File: src/sjx_pkg.sv
/*
 * Package for the skip-and-jump execute block: opcode patterns, field
 * positions, widths and the packed carriers between fetch, execute and
 * the register file / program counter.
 * Assumes a core with 14-bit instruction words and an 8-bit data path.
 */
// Operation
// - Decrement-skip writes f-1 to W or f
// - Zero result flushes prefetch, two cycles
// - Decode decrement-skip opcode; flags untouched
// - Jump loads literal and latch bits 4:3
// - Jump decoded, two cycles, flags untouched
// - Increment-skip writes f+1 to W or f
// - Zero result flushes prefetch; flags untouched
package sjx_pkg;

    // ==========================================================
    // Widths
    localparam int SJX_IW       = 14;
    localparam int SJX_DW       = 8;
    localparam int SJX_AW       = 7;
    localparam int SJX_PCW      = 13;
    localparam int SJX_LITW     = 11;

    // ==========================================================
    // Opcode patterns and field positions
    localparam logic [5:0] SJX_OP_DEC_SKIP = 6'h0b;
    localparam logic [5:0] SJX_OP_INC_SKIP = 6'h0f;
    localparam logic [2:0] SJX_OP_JUMP     = 3'h5;
    localparam int SJX_DEST_BIT   = 7;
    localparam int SJX_SKIP_OP_LO = 8;
    localparam int SJX_JUMP_OP_LO = 11;
    localparam int SJX_LATCH_LO   = 3;
    localparam int SJX_LATCH_HI   = 4;

    // ==========================================================
    // Reset values
    localparam logic [SJX_IW-1:0] SJX_NOP_WORD = 14'h0000;
    localparam logic              SJX_FLUSH_RESET = 1'b0;

    typedef enum logic [1:0] {
        SJX_EXECUTE = 2'b01,
        SJX_FLUSH   = 2'b10
    } sjx_state_type;

    typedef struct packed {
        logic              valid;
        logic [SJX_IW-1:0] word;
    } sjx_fetch_type;

    typedef struct packed {
        logic              we_file;
        logic              we_w;
        logic [SJX_AW-1:0] addr;
        logic [SJX_DW-1:0] data;
    } sjx_write_type;

    typedef struct packed {
        logic               load;
        logic [SJX_PCW-1:0] target;
    } sjx_jump_type;

endpackage : sjx_pkg

File: src/sjx_exec.sv
/*
 * Execute logic for decrement-skip, increment-skip and the unconditional
 * jump. Takes one fetched word per cycle, reads the addressed register
 * combinationally and returns registered write-back and jump requests.
 * Assumes the register file answers i_file_data in the same cycle as
 * o_file_addr, and that the fetch unit refetches after a jump load.
 */
`timescale 1ns/1ps
`default_nettype none
module sjx_exec (
    input  wire logic                       i_clock,
    input  wire logic                       i_rst_n,
    input  wire sjx_pkg::sjx_fetch_type     i_fetch,
    input  wire logic [sjx_pkg::SJX_DW-1:0] i_file_data,
    input  wire logic [sjx_pkg::SJX_DW-1:0] i_pc_high_latch,
    output logic [sjx_pkg::SJX_AW-1:0]      o_file_addr,
    output sjx_pkg::sjx_write_type          o_write,
    output sjx_pkg::sjx_jump_type           o_jump,
    output logic                            o_flush,
    output logic                            o_flags_hold
);
    import sjx_pkg::*;

    // ==========================================================
    // Decode helpers
    // The skip patterns are tested in more than one place; each pattern lives in one function
    function automatic logic is_dec_skip(input logic [SJX_IW-1:0] w);
        return w[SJX_IW-1:SJX_SKIP_OP_LO] == SJX_OP_DEC_SKIP;
    endfunction : is_dec_skip

    function automatic logic is_inc_skip(input logic [SJX_IW-1:0] w);
        return w[SJX_IW-1:SJX_SKIP_OP_LO] == SJX_OP_INC_SKIP;
    endfunction : is_inc_skip

    function automatic logic is_skip(input logic [SJX_IW-1:0] w);
        return is_dec_skip(w) || is_inc_skip(w);
    endfunction : is_skip

    function automatic logic is_jump(input logic [SJX_IW-1:0] w);
        return w[SJX_IW-1:SJX_JUMP_OP_LO] == SJX_OP_JUMP;
    endfunction : is_jump

    function automatic logic [SJX_AW-1:0] file_field(input logic [SJX_IW-1:0] w);
        return w[SJX_AW-1:0];
    endfunction : file_field

    function automatic logic dest_field(input logic [SJX_IW-1:0] w);
        return w[SJX_DEST_BIT];
    endfunction : dest_field

    function automatic logic [SJX_LITW-1:0] literal_field(input logic [SJX_IW-1:0] w);
        return w[SJX_LITW-1:0];
    endfunction : literal_field

    function automatic logic [SJX_PCW-1:0] jump_target_of(input logic [SJX_DW-1:0] latch,
                                                          input logic [SJX_IW-1:0] w);
        return {latch[SJX_LATCH_HI:SJX_LATCH_LO], literal_field(w)};
    endfunction : jump_target_of

    // ==========================================================
    // Internal signals
    sjx_state_type          state;
    sjx_state_type          next_state;
    logic [SJX_IW-1:0]      word;
    logic                   live;
    logic                   dec_hit;
    logic                   inc_hit;
    logic                   skip_hit;
    logic                   jump_hit;
    logic                   dest_file;
    logic [SJX_DW-1:0]      next_result;
    logic                   zero;
    logic                   skip_taken;
    logic                   slot_burned;
    logic                   write_file;
    logic                   write_w;
    logic [SJX_AW-1:0]      write_addr;
    logic [SJX_DW-1:0]      write_data;
    logic                   jump_load;
    logic [SJX_PCW-1:0]     jump_target;

    // ==========================================================
    // Slot qualification
    // A word arriving in the flush slot is the discarded prefetch
    assign live = i_fetch.valid && (state == SJX_EXECUTE);

    // Forcing the no-op pattern keeps every decoder below quiet in that slot
    always_comb begin
        if (live) begin
            word = i_fetch.word;
        end else begin
            word = SJX_NOP_WORD;
        end
    end

    assign dec_hit   = is_dec_skip(word);
    assign inc_hit   = is_inc_skip(word);
    assign skip_hit  = is_skip(word);
    assign jump_hit  = is_jump(word);
    assign dest_file = dest_field(word);

    // ==========================================================
    // Register file read
    // Combinational so the file answers within the same slot
    assign o_file_addr = file_field(word);

    // ==========================================================
    // Arithmetic
    // Eight-bit result wraps mod 256 by width alone
    always_comb begin
        if (dec_hit) begin
            next_result = i_file_data - 8'h01;
        end else begin
            next_result = i_file_data + 8'h01;
        end
    end

    assign zero        = (next_result == 8'h00);
    assign skip_taken  = skip_hit && zero;
    assign slot_burned = skip_taken || jump_hit;

    // ==========================================================
    // Two-cycle sequencing
    // Skip-on-zero and jump both burn the following slot
    always_comb begin
        next_state = SJX_EXECUTE;
        unique case (state)
            SJX_EXECUTE: begin
                if (slot_burned) begin
                    next_state = SJX_FLUSH;
                end
            end
            SJX_FLUSH: begin
                next_state = SJX_EXECUTE;
            end
            default: begin
                next_state = SJX_EXECUTE;
            end
        endcase
    end

    always_ff @(posedge i_clock or negedge i_rst_n) begin
        if (!i_rst_n) begin
            state <= SJX_EXECUTE;
        end else begin
            state <= next_state;
        end
    end

    // Flush marks the slot whose prefetched word runs as a no-op
    assign o_flush = (state == SJX_FLUSH);

    // ==========================================================
    // Write-back strobe to the file
    always_ff @(posedge i_clock or negedge i_rst_n) begin
        if (!i_rst_n) begin
            write_file <= 1'b0;
        end else begin
            write_file <= skip_hit && dest_file;
        end
    end

    // ==========================================================
    // Write-back strobe to the working register
    always_ff @(posedge i_clock or negedge i_rst_n) begin
        if (!i_rst_n) begin
            write_w <= 1'b0;
        end else begin
            write_w <= skip_hit && !dest_file;
        end
    end

    // ==========================================================
    // Write-back address
    // Payload follows every word; only the strobes make it count
    always_ff @(posedge i_clock or negedge i_rst_n) begin
        if (!i_rst_n) begin
            write_addr <= '0;
        end else begin
            write_addr <= file_field(word);
        end
    end

    // ==========================================================
    // Write-back data
    always_ff @(posedge i_clock or negedge i_rst_n) begin
        if (!i_rst_n) begin
            write_data <= '0;
        end else begin
            write_data <= next_result;
        end
    end

    assign o_write = {write_file, write_w, write_addr, write_data};

    // ==========================================================
    // Jump request
    // Load is a one-cycle pulse; the fetch unit refetches from the target
    always_ff @(posedge i_clock or negedge i_rst_n) begin
        if (!i_rst_n) begin
            jump_load <= 1'b0;
        end else begin
            jump_load <= jump_hit;
        end
    end

    // ==========================================================
    // Jump target
    // Latch bits are taken with the jump word, not at the reload
    always_ff @(posedge i_clock or negedge i_rst_n) begin
        if (!i_rst_n) begin
            jump_target <= '0;
        end else begin
            jump_target <= jump_target_of(i_pc_high_latch, word);
        end
    end

    assign o_jump = {jump_load, jump_target};

    // ==========================================================
    // Status flags
    // None of the three touches a status flag; core keeps them while this is high
    assign o_flags_hold = dec_hit || inc_hit || jump_hit;

endmodule : sjx_exec
`default_nettype wire

File: config.mk
export PLATFORM = sky130hd
export DESIGN_NAME = sjx_exec
export DESIGN_NICKNAME = d
export VERILOG_FILES = /design/src/sjx_pkg.sv /design/src/sjx_exec.sv
export SDC_FILE = /design/constraint.sdc
export NUM_CORES = 1
export LEC_CHECK = 0
export BUFFER_PORTS_ARGS = -buffer_cell sky130_fd_sc_hd__buf_2
export CORE_ASPECT_RATIO = 2
export CORE_UTILIZATION = 40
export DETAILED_ROUTE_END_ITERATION = 10
export GPL_ROUTABILITY_DRIVEN = 0
export PLACE_DENSITY = 0.74
export SLEW_MARGIN = 5
export SYNTH_ARGS = -nofsm -noshare
export SYNTH_HDL_FRONTEND = slang
export SYNTH_SLANG_ARGS = --single-unit
File: constraint.sdc
create_clock -name i_clock -period 7.6 [get_ports i_clock]
set_input_delay 1.52 -clock i_clock [delete_from_list [all_inputs] [get_ports i_clock]]
set_output_delay 1.52 -clock i_clock [all_outputs]
set_load 0.1 [all_outputs]
# --- Word-level counts from Yosys, hierarchy flattened ---
# Cells that the tools add are included.
classes:
  n_reduce_logical: 9
  mux: 4
  eq_ne: 5
  n_addsub: 2
op_table:
  columns: ["op", "count"]
  rows:
  - ["$mux 14", 1]
  - ["$eq 6x4->1 const B", 2]
  - ["$add 8x1->8 const B", 1]
  - ["$logic_not 8->1", 1]
  - ["$mux 8", 1]
  - ["$sub 8x1->8 const B", 1]
  - ["$logic_and 1x1->1", 4]
  - ["$mux 2", 2]
  - ["$eq 3x3->1 const B", 1]
  - ["$logic_or 1x1->1", 3]
  - ["$eq 2x1->1 const B", 1]
  - ["$eq 2x2->1 const B", 1]
  - ["$logic_not 1->1", 1]
word_totals:
  out_inout_bits: 40
  word_cells: 27
  input_bits: 33
  regBits: 33

# --- Longest topological paths before layout ---
# Gate-level depths: netlist of run 1.
logic_depth:
  word_depth: 10
  ltp_mapped: 11

# --- Worst setup path before layout of run 1 ---
# Ideal clock, no wire load.
synth_timing:
  kind: "input port to output port"
  start: "in i_fetch[14] (netlist bit)"
  end: "out o_flags_hold"
  t_arrival_ns: 2.653
  slack_ns: 3.427
  path_buffers: 0
  cell_stages: 4
  t_required_ns: 6.080
  cell_sequence: "and3b_2 -> and4b_2 -> inv_1 -> nand2_1"
synth_via:
  word_cells_on_any_way: 7
  classes_between: "eq/ne: 3; mux: 1; reduce/logical: 3"
synth_lines:
  columns: ["item", "line_no", "rtl"]
  rows:
  - ["start, declared", "sjx_exec.sv:13", "input wire sjx_pkg::sjx_fetch_type i_fetch,"]
  - ["$logic_and 1x1->1", "sjx_exec.sv:85", "assign live = i_fetch.valid && (state == SJX_EXECUTE);"]
  - ["$mux 14", "sjx_exec.sv:89", "if (live) begin"]
  - ["$eq 3x3->1", "sjx_exec.sv:40", "return w[SJX_IW-1:SJX_JUMP_OP_LO] == SJX_OP_JUMP;"]
  - ["net jump_hit", "sjx_exec.sv:69", "logic jump_hit;"]
  - ["$logic_or 1x1->1", "sjx_exec.sv:223", "assign o_flags_hold = dec_hit || inc_hit || jump_hit;"]
  - ["end, declared", "sjx_exec.sv:20", "output logic o_flags_hold"]
# The timed path passes the listed nets, and every way through them passes these cells.

# --- Worst setup path after layout of run 1 ---
# Ends and elaborated chain as after synthesis.

==> metrics.txt, run 1 <==
Leak 0.8993 nW; Crit Path Max Fanout 13; top_reg_cell synth dfrtp_1; Max-cap violations 0; per-cell routed wire length roughly 12 um; syn nets between 100 and 150; CP Cell Sequence buf_2 > and3b_2 > and4b_2 > inv_1 > nand2_1 > buf_2; Crit Path Class in2out; starting density of the core 0.4193; Placed Instances roughly 180; met2 WL post-DR approximately 1400 um; worst r2r src state[0]; # rows 28; final hold vios 0; Max stage delay cell, worst path buf_2; R2R depth 11; Setup crit end kind output pin; Clock Path Buffers 2; DRC 0; initial antenna violation count 0; Layout Cells excl Fill about 190; number of setup buffers added after CTS 0; IO buf count between 60 and 70; synthesized instance count ~110; fmax 235.3 MHz; Post-DRT Antenna Nets 0; Synth Cell Area 0.001249 mm2; Power Dens Cells between 200 and 250 mW/mm2; most frequent CP cell buf_2; clock power share 0.236; Period minus WS final 4.250 ns; top post-synthesis cells by area dfrtp_1 (50%), buf_4 (10%), ha_1 (7.0%); initial drt markers 8; number of vias per cell about 4.8; Final Cycle Share 0.5592; WP data required about 6.1 ns; HP Class reg2reg; CTS HTree Levels 1; post-cts resize count 0; peak supply drop between 0.0001 and 0.00015 V; Die Ht about 80 um; M1 WL 753 um; async set-reset flop share out of synthesis 1.000; RSZ-0062 raised after global routing no; P_sw roughly 0.15 mW; # setup viols final 0; TNS Setup 0 ns; TritonRoute pass-1 iters 2; reg2reg setup slack between 4 and 5 ns; area leader, netlist dfrtp_1; Fill cells 293; PnR worst setup slack between 3 and 4 ns; highest routed layer met4; Seq/Total Area, Yosys 0.5220; Power Total roughly 0.36 mW; CORE AREA around 0.0030 mm2; Rel. slew slack 0.6336; Worst Setup Start Kind input pin; Sw Share 0.4180; CP arrival roughly 2.7 ns; hold_buf cts 0; die area approximately 0.0034 mm2; HPWL after detailed placement ~2000 um; cell area after layout between 0.0015 and 0.002 mm2; Seq pwr share 0.407; Post-synth EDFFs 0; startpoint of the worst setup timing path i_fetch[14]; first-pass GRT wire length between 3000 and 4000 um; status finished clean; slowest cell delay on critical path approximately 0.42 ns; Worst setup endpoint o_flags_hold; fin nets 200; Fin Hold WS 0.8384 ns; ANT cells 0; synth warn 0; Die X 41.51 um; layout cells sized above 1 0.4873; top cell type's share of synthesized area 0.5010; CTS tree built; Setup Skew 0.008570 ns; DR vias slightly below 900; area grow syn2layout 23.35%; TritonCTS Buffers 3; post-synthesis cell type count 30; Placed Area 0.001485 mm2; Place WS approximately 3.3 ns; pin count of the biggest net entering global routing 27; clk_lat worst skew between 0.2 and 0.3 ns; final core occ 0.5172; Synth Register Bits 26; worst slew pin tran 0.5496 ns; part of the power in combinational logic 0.356; routed wl met3 roughly 160 um; Pins Over Slew Limit 0; clock root buffer clkbuf_8; TritonCTS Sinks 26; number of global-route vias before repair approximately 900; GR Overflow Total 0; reg-to-reg endpoint state[1]; gr usage total 0.1467; syn_area_per_cell 11.78 um2; drt total wl around 2300 um; clock-pin slew on the worst setup and hold paths 0.09 ns; Top Ports between 70 and 80; Int Pwr between 0.2 and 0.25 mW
## worst min path at each step
stage	startpoint	cells after the start	endpoint	slack, ns
3_5_place_dp	state[1]	2	jump_target[7]	0.84
6_report	state[1]	2	jump_target[9]	0.84
2_1_floorplan	state[1]	3	write_w	0.72
3_3_place_gp	state[1]	2	jump_target[7]	0.83
5_1_grt	state[1]	2	jump_target[7]	0.88
4_1_cts	state[1]	2	jump_target[7]	0.85
## power groups by stage
stage / combinational (mW) / clock, mW / sequential, mW
after global routing: 0.134 / 0.0941 / 0.149
final: 0.130 / 0.0861 / 0.148
after global placement: 0.129 / 0 / 0.151
after detailed placement: 0.130 / 0 / 0.151
after floorplan: 0.0552 / 0 / 0.207
after CTS: 0.131 / 0.0881 / 0.149
## metal layers
layer  vias to the layer above  global-route usage
li1                        435                   -
met1                       411              0.1295
met2                        43              0.2953
met3                         5             0.02889
met4                         0             0.07742
met5                         -                   0
## Yosys cell counts, types with 3 or more instances
cell and n:
a21o_1 3, a21oi_1 4, and2_1 11, buf_4 17, dfrtp_1 25, ha_1 7
inv_1 9, nor2_1 3, xnor2_1 4, xor2_1 3
## placed cells by master, fill, tap and decap left out
master    count
and4b_2       1
xor2_1        3
a41o_1        1
and3_2        1
clkbuf_8      4
nor2b_1       1
buf_2        66
or3b_1        1
o21ai_0       1
a21o_1        3
nor3_2        1
dfstp_2       1
nand2b_1      1
o21bai_1      1
nand3_2       1
ha_1          7
and3b_2       1
fa_1          1
xnor2_1       4
nor2_1        3
a41oi_1       1
nor2_4        1
a21oi_1       4
nand3_1       1
dfrtp_1      25
nand2_1       1
a31oi_1       1
and2_1       11
inv_1         9
and4bb_1      1
## critical path, delay by kind of cell
family / cells / cell delay, ns
buffers and inverters: 3 / 0.54
and+or+nand+nor: 3 / 0.67
## sequential cells by signal, summed over array words and instances, names as in the netlist
name	count
jump_load	1
write_data	8
write_w	1
jump_target	7
write_file	1
write_addr	6
state	2
## cell families after synthesis
group | count (synthesis) | share of synthesized area
flops | 26 | 0.5220
buf+inv | 27 | 0.1323
xor+xnor | 7 | 0.04910
compound gates | 12 | 0.06413
simple gates | 26 | 0.1463
fa+ha+maj | 8 | 0.08617
## cell type report
class | instances | area [um2] | share of cell area
multi-input cells | 53 | 431.7 | 0.2803
repair buffers | 66 | 330.3 | 0.2145
inverters | 9 | 33.78 | 0.02193
clock buffers | 4 | 55.05 | 0.03574
flip-flops and latches | 26 | 651.9 | 0.4232
well taps | 30 | 37.54 | 0.02437
No activity file was read; power rests on OpenSTA's default activity.
==> inputs of run 2 (changes only) <==
- clock period: 7.6 -> 4.3 ns (I/O delays scaled with it)
==> run 2 against run 1 <==
Non-clock buffer count is the same. Sequential power grew 77%. Design area shrank 0.65%. Worst setup slack lost 2.0 ns. Highest routed layer unchanged.
==> metrics.txt, run 2 (synthesis results as in run 1) <==
GR peak layer met2; Crit Path Class in2reg; Pins Over Slew Limit 0 (unchanged); CORE AREA 0.002978 mm2 (unchanged); Max-cap violations 0 (unchanged); Die X 41.51 um (unchanged); HPWL after detailed placement 1982 um (about the same); TritonCTS Sinks 26 (unchanged); Clock Path Buffers 2 (unchanged); HP Class in2async; max reg flops 8 (unchanged); clock-pin slew on the worst setup and hold paths 0.08 ns (about the same); ANT cells 0 (unchanged); initial drt markers 5 (-3); worst slew pin tran 0.5390 ns (-0.01058 ns); status finished clean; DRC 0 (unchanged); Leak 0.8933 nW (-0.67%); number of setup buffers added after CTS 0 (unchanged); Crit Path Max Fanout 13 (unchanged); multi-input logic area 431.7 um2 (unchanged); die area 0.003363 mm2 (unchanged); # setup viols final 0 (unchanged); Largest regs write_data: 8 flops, jump_target: 7 flops, write_addr: 6 flops; DR vias 882 (-1.3%); most frequent cells in the layout buf_2 (66), dfrtp_1 (25), and2_1 (11); Reg with most FFs write_data; GR Overflow Total 0 (unchanged); Layout Cells excl Fill 188 (unchanged); Period minus WS final 2.996 ns; TNS Setup 0 ns (unchanged); drt total wl 2309 um (-0.99%); fmax 333.8 MHz; TritonCTS Buffers 3 (unchanged); Die Ht 81.02 um (unchanged); number of global-route vias before repair 892 (-0.78%); per-cell routed wire length 12.28 um (-0.99%); hold_buf cts 0 (unchanged); pin count of the biggest net entering global routing 27 (unchanged); # rows 28 (unchanged); CTS HTree Levels 1 (unchanged); number of vias per cell 4.691 (-1.3%); GR Layer Usage met3 0.03333 (+0.004444); post-cts resize count 0 (unchanged); routing usage on met2 0.2953 (unchanged); starting density of the core 0.4193 (unchanged); TritonRoute pass-1 iters 4 (+2); Setup Skew 0.002350 ns (-0.006220 ns); WP data required 4.45 ns (-1.63 ns); initial antenna violation count 0 (unchanged); CP arrival 3.15 ns (+0.42 ns); gr usage total 0.1445 (-0.002194); CTS tree built; Post-DRT Antenna Nets 0 (unchanged); Power Total 0.6241 mW (+71%); Worst Setup Start Kind input pin; Rel. slew slack 0.6407 (+0.007057); Reg area 651.9 um2 (unchanged); Top Ports 73 (unchanged); clk_lat worst skew 0.26 ns (about the same); Power Dens Cells 407.8 mW/mm2 (+72%); Final Cycle Share 0.6967; Placed Instances 184 (unchanged); IO buf count 66 (unchanged); Setup crit end kind flip-flop; first-pass GRT wire length 3705 um (+0.19%); fin nets 200 (unchanged); Fill cells 294 (+0.34%); area grow syn2layout 22.55%; layout cells sized above 1 0.4810 (-0.006329); most common cell after layout, fill and taps aside buf_2; clock root buffer clkbuf_8; peak supply drop 0.0001947 V (+68%); RSZ-0062 raised after global routing no; met1 Use GR 0.1285 (-0.001082); final core occ 0.5139 (-0.003361); final hold vios 0 (unchanged)
[run 2: cell count changes in the layout (fill, tap and decap cells not counted)]
cell | before | now
clkbuf_1 | 0 | 1
clkbuf_8 | 4 | 3
[run 2: layer usage]
layer	vias up	wire, um
li1	435	-
met1	405	706
met2	40	1414
met3	2	167
met4	0	20
met5	-	0
[run 2: path summary, 6_finish.rpt]
| kind | start | endpoint | slack, ns | cells past startpoint |
|---|---|---|---|---|
| setup / recovery | i_fetch[14] | state[1] | 1.30 | 12 |
| max in group asynchronous | i_rst_n | state[0] | 3.35 | 1 |
| hold / removal | i_rst_n | write_addr[1] | 0.57 | 1 |
| min in group i_clock | i_pc_high_latch[3] | jump_target[11] | 0.70 | 1 |
| setup reg to reg | state[0] | state[1] | 1.45 | 11 |
| hold reg to reg | state[1] | jump_target[9] | 0.84 | 2 |
[run 2: layout make-up]
class / instances / share of cell area
sequential: 26 / 0.4260
multi-input combinational: 53 / 0.2821
timing repair buffer: 66 / 0.2159
inverter: 9 / 0.02208
tap: 30 / 0.02453
clock buffer: 4 / 0.02944
[run 2: worst max-delay path, cell delays in order]
cell	delay, ns
buf_2	0.07
and3b_2	0.31
nand3_2	0.18
nor2_4	0.24
inv_1	0.08
fa_1	0.40
nand2b_1	0.16
a21oi_1	0.20
a21o_1	0.16
a21oi_1	0.08
xor2_1	0.17
a41o_1	0.22
[run 2: metrics by stage]
stage / setup slack [ns] / cell area (um2) / hold slack, ns
after floorplan: 1.413 / 1249 / 0.5644
after global placement: 1.061 / 1485 / 0.8257
after detailed placement: 0.9868 / 1485 / 0.8428
after CTS: 1.267 / 1530 / 0.5952
after global routing: 1.134 / 1530 / 0.6227
final: 1.304 / 1530 / 0.5733
[run 2: power breakdown]
| group | internal, mW | switching (mW) |
|---|---|---|
| Clock | 0.0660 | 0.0666 |
| Combinational | 0.0346 | 0.195 |
| Sequential | 0.258 | 0.00403 |
==> inputs of run 3 (changes only) <==
- CORE_UTILIZATION: 40 -> 39
- PLACE_DENSITY: 0.74 -> 0.76
- clock period: 4.3 -> 2.5 ns (I/O delays scaled with it)
==> run 3 against run 2 <==
Design area up 7.8%. Largest cell class unchanged. Via count is 4.4% higher. Global-route usage grew 1.5 points. Largest power group unchanged. Cell count is 3.7% higher. Clock power increased by 74%. Count of clock-buffer cells in the layout is the same. Utilization is 3.4 points higher. Die area grew 2.5%. Sequential share of layout area down 3.1 points.
==> metrics.txt, run 3 (synthesis results as in run 1) <==
status finished clean; WP data required 2.66 ns (-1.79 ns); GR Overflow Total 0 (unchanged); Fill cells 280 (-4.8%); DRC 0 (unchanged); TritonCTS Sinks 26 (unchanged); number of vias per cell 4.723 (+0.67%); Reg with most FFs write_data; slowest cell delay on critical path 0.53 ns (+0.13 ns); Top Ports 73 (unchanged); part of the power in combinational logic 0.376 (+0.009); peak supply drop 0.0002931 V (+51%); Int Pwr 0.6273 mW (+75%); clk_lat worst skew 0.26 ns (about the same); Post-DRT Antenna Nets 0 (unchanged); starting density of the core 0.4145 (-0.004876); Die Ht 82.02 um (+1.2%); RSZ-0062 raised after global routing yes; layout cells sized above 1 0.5636 (+0.08262); first-pass GRT wire length 4174 um (+13%); Die X 42.01 um (+1.2%); most common cell after layout, fill and taps aside buf_2; Layout Cells excl Fill 195 (+3.7%); Leak 0.9448 nW (+5.8%); Final Cycle Share 0.9730; TritonCTS Buffers 3 (unchanged); Setup crit end kind flip-flop; clock power share 0.212 (about the same); Sw Share 0.4264 (+0.001502); Max stage delay cell, worst path dfstp_2; P_sw 0.4664 mW (+76%); Buf/Inv on CP 1 (-1); # rows 28 (unchanged); Reg area 651.9 um2 (unchanged); ANT cells 0 (unchanged); Worst Setup Start Kind flip-flop; final core occ 0.5478 (+0.03389); critical path's top delay family simple AND/OR/NAND/NOR gates; CORE AREA 0.003013 mm2 (+1.2%); max reg flops 8 (unchanged); Rel. slew slack 0.6166 (-0.02409); initial drt markers 6 (+1); gr usage total 0.1593 (+0.01482); initial antenna violation count 0 (unchanged); Setup Skew 0.003182 ns (+0.0008320 ns); per-cell routed wire length 12.99 um (+5.8%); multi-input logic area 484.2 um2 (+12%); worst slew pin tran 0.5751 ns (+0.03614 ns); Placed Instances 189 (+2.7%); # setup viols final 0 (unchanged); Clock Path Buffers 2 (unchanged); drt total wl 2534 um (+9.7%); die area 0.003446 mm2 (+2.5%); Seq pwr share 0.412 (-0.008); fin nets 207 (+3.5%); Pins Over Slew Limit 0 (unchanged); DR vias 921 (+4.4%); area grow syn2layout 32.16%; Max-cap violations 0 (unchanged); Crit Path Class reg2reg; hold_buf cts 0 (unchanged); HP Class in2async; Largest regs write_data: 8 flops, jump_target: 7 flops, write_addr: 6 flops; PnR worst setup slack 0.06754 ns (-1.237 ns); final hold vios 0 (unchanged); clock-pin slew on the worst setup and hold paths 0.08 ns (about the same); clock root buffer clkbuf_8; pin count of the biggest net entering global routing 27 (unchanged); CP arrival 2.59 ns (-0.56 ns); TritonRoute pass-1 iters 3 (-1); IO buf count 66 (unchanged); Place WS -0.2114 ns (-1.198 ns); HPWL after detailed placement 2038 um (+2.8%); CTS tree built; CTS HTree Levels 1 (unchanged); fmax just over 400 MHz; Power Dens Cells 662.7 mW/mm2 (+62%); CP Cell Sequence and3b_2 > nand3_4 > nor2_4 > inv_2 > fa_2 > nand2b_4 > a21oi_4 > a21o_1 > a21oi_2 > xor2_1 > a41o_1; most frequent cells in the layout buf_2 (65), dfrtp_1 (25), and2_1 (11); Crit Path Max Fanout 5 (-8); Period minus WS final 2.432 ns; number of global-route vias before repair 991 (+11%); Fin Hold WS 0.2221 ns (-0.3511 ns)
[run 3: area by class of cell]
cell class              instances  share of cell area
clock buffers                   4             0.02729
inverters                       9             0.02047
multi-input cells              53              0.2934
flip-flops and latches         26              0.3950
well taps                      30             0.02274
repair buffers                 73              0.2411
[run 3: repair_timing]
action / 4_1_cts / 5_1_grt
pin swaps: 2 / 4
endpoints found under the setup margin: 2 / 4
gates resized for setup: 1 / 10
buffers inserted: 0 / 2
[run 3: final timing paths]
kind	cells after the start	slack, ns	to	start
max	11	0.07	state[1]	state[0]
min	1	0.22	jump_target[6]	i_rst_n
max reg2reg	11	0.07	state[1]	state[0]
min reg2reg	4	0.84	write_w	state[1]
max in group asynchronous	1	1.89	state[0]	i_rst_n
min in group i_clock	1	0.34	jump_target[12]	i_pc_high_latch[4]
[run 3: worst reg2reg max path, stage by stage (launching register included)]
cell and delay, ns:
dfstp_2 0.53, and3b_2 0.22, nand3_4 0.09, nor2_4 0.17
inv_2 0.05, fa_2 0.36, nand2b_4 0.15, a21oi_4 0.13
a21o_1 0.16, a21oi_2 0.06, xor2_1 0.16, a41o_1 0.22
[run 3: power groups by stage]
stage                     sequential, mW  clock (mW)  combinational (mW)
after floorplan                    0.630           0               0.169
after global placement             0.458           0               0.401
after detailed placement           0.460           0               0.405
after CTS                          0.451       0.244               0.405
after global routing               0.454       0.260               0.426
final                              0.451       0.232               0.411
[run 3: per-stage QoR]
step	cell area [um2]	setup TNS (ns)	power [mW]
floorplan	1255	0	0.7988
global placement	1544	-0.2915	0.8588
detailed placement	1544	-0.6127	0.8645
CTS	1589	0	1.101
global route	1650	-0.03581	1.140
finish	1650	0	1.094
[run 3: per-layer routing]
metal / GRT usage / vias up / share of wire
li1: - / 445 / -
met1: 0.1523 / 432 / 0.34
met2: 0.3109 / 40 / 0.58
met3: 0.02857 / 4 / 0.059
met4: 0.08750 / 0 / 0.016
met5: 0 / - / 0
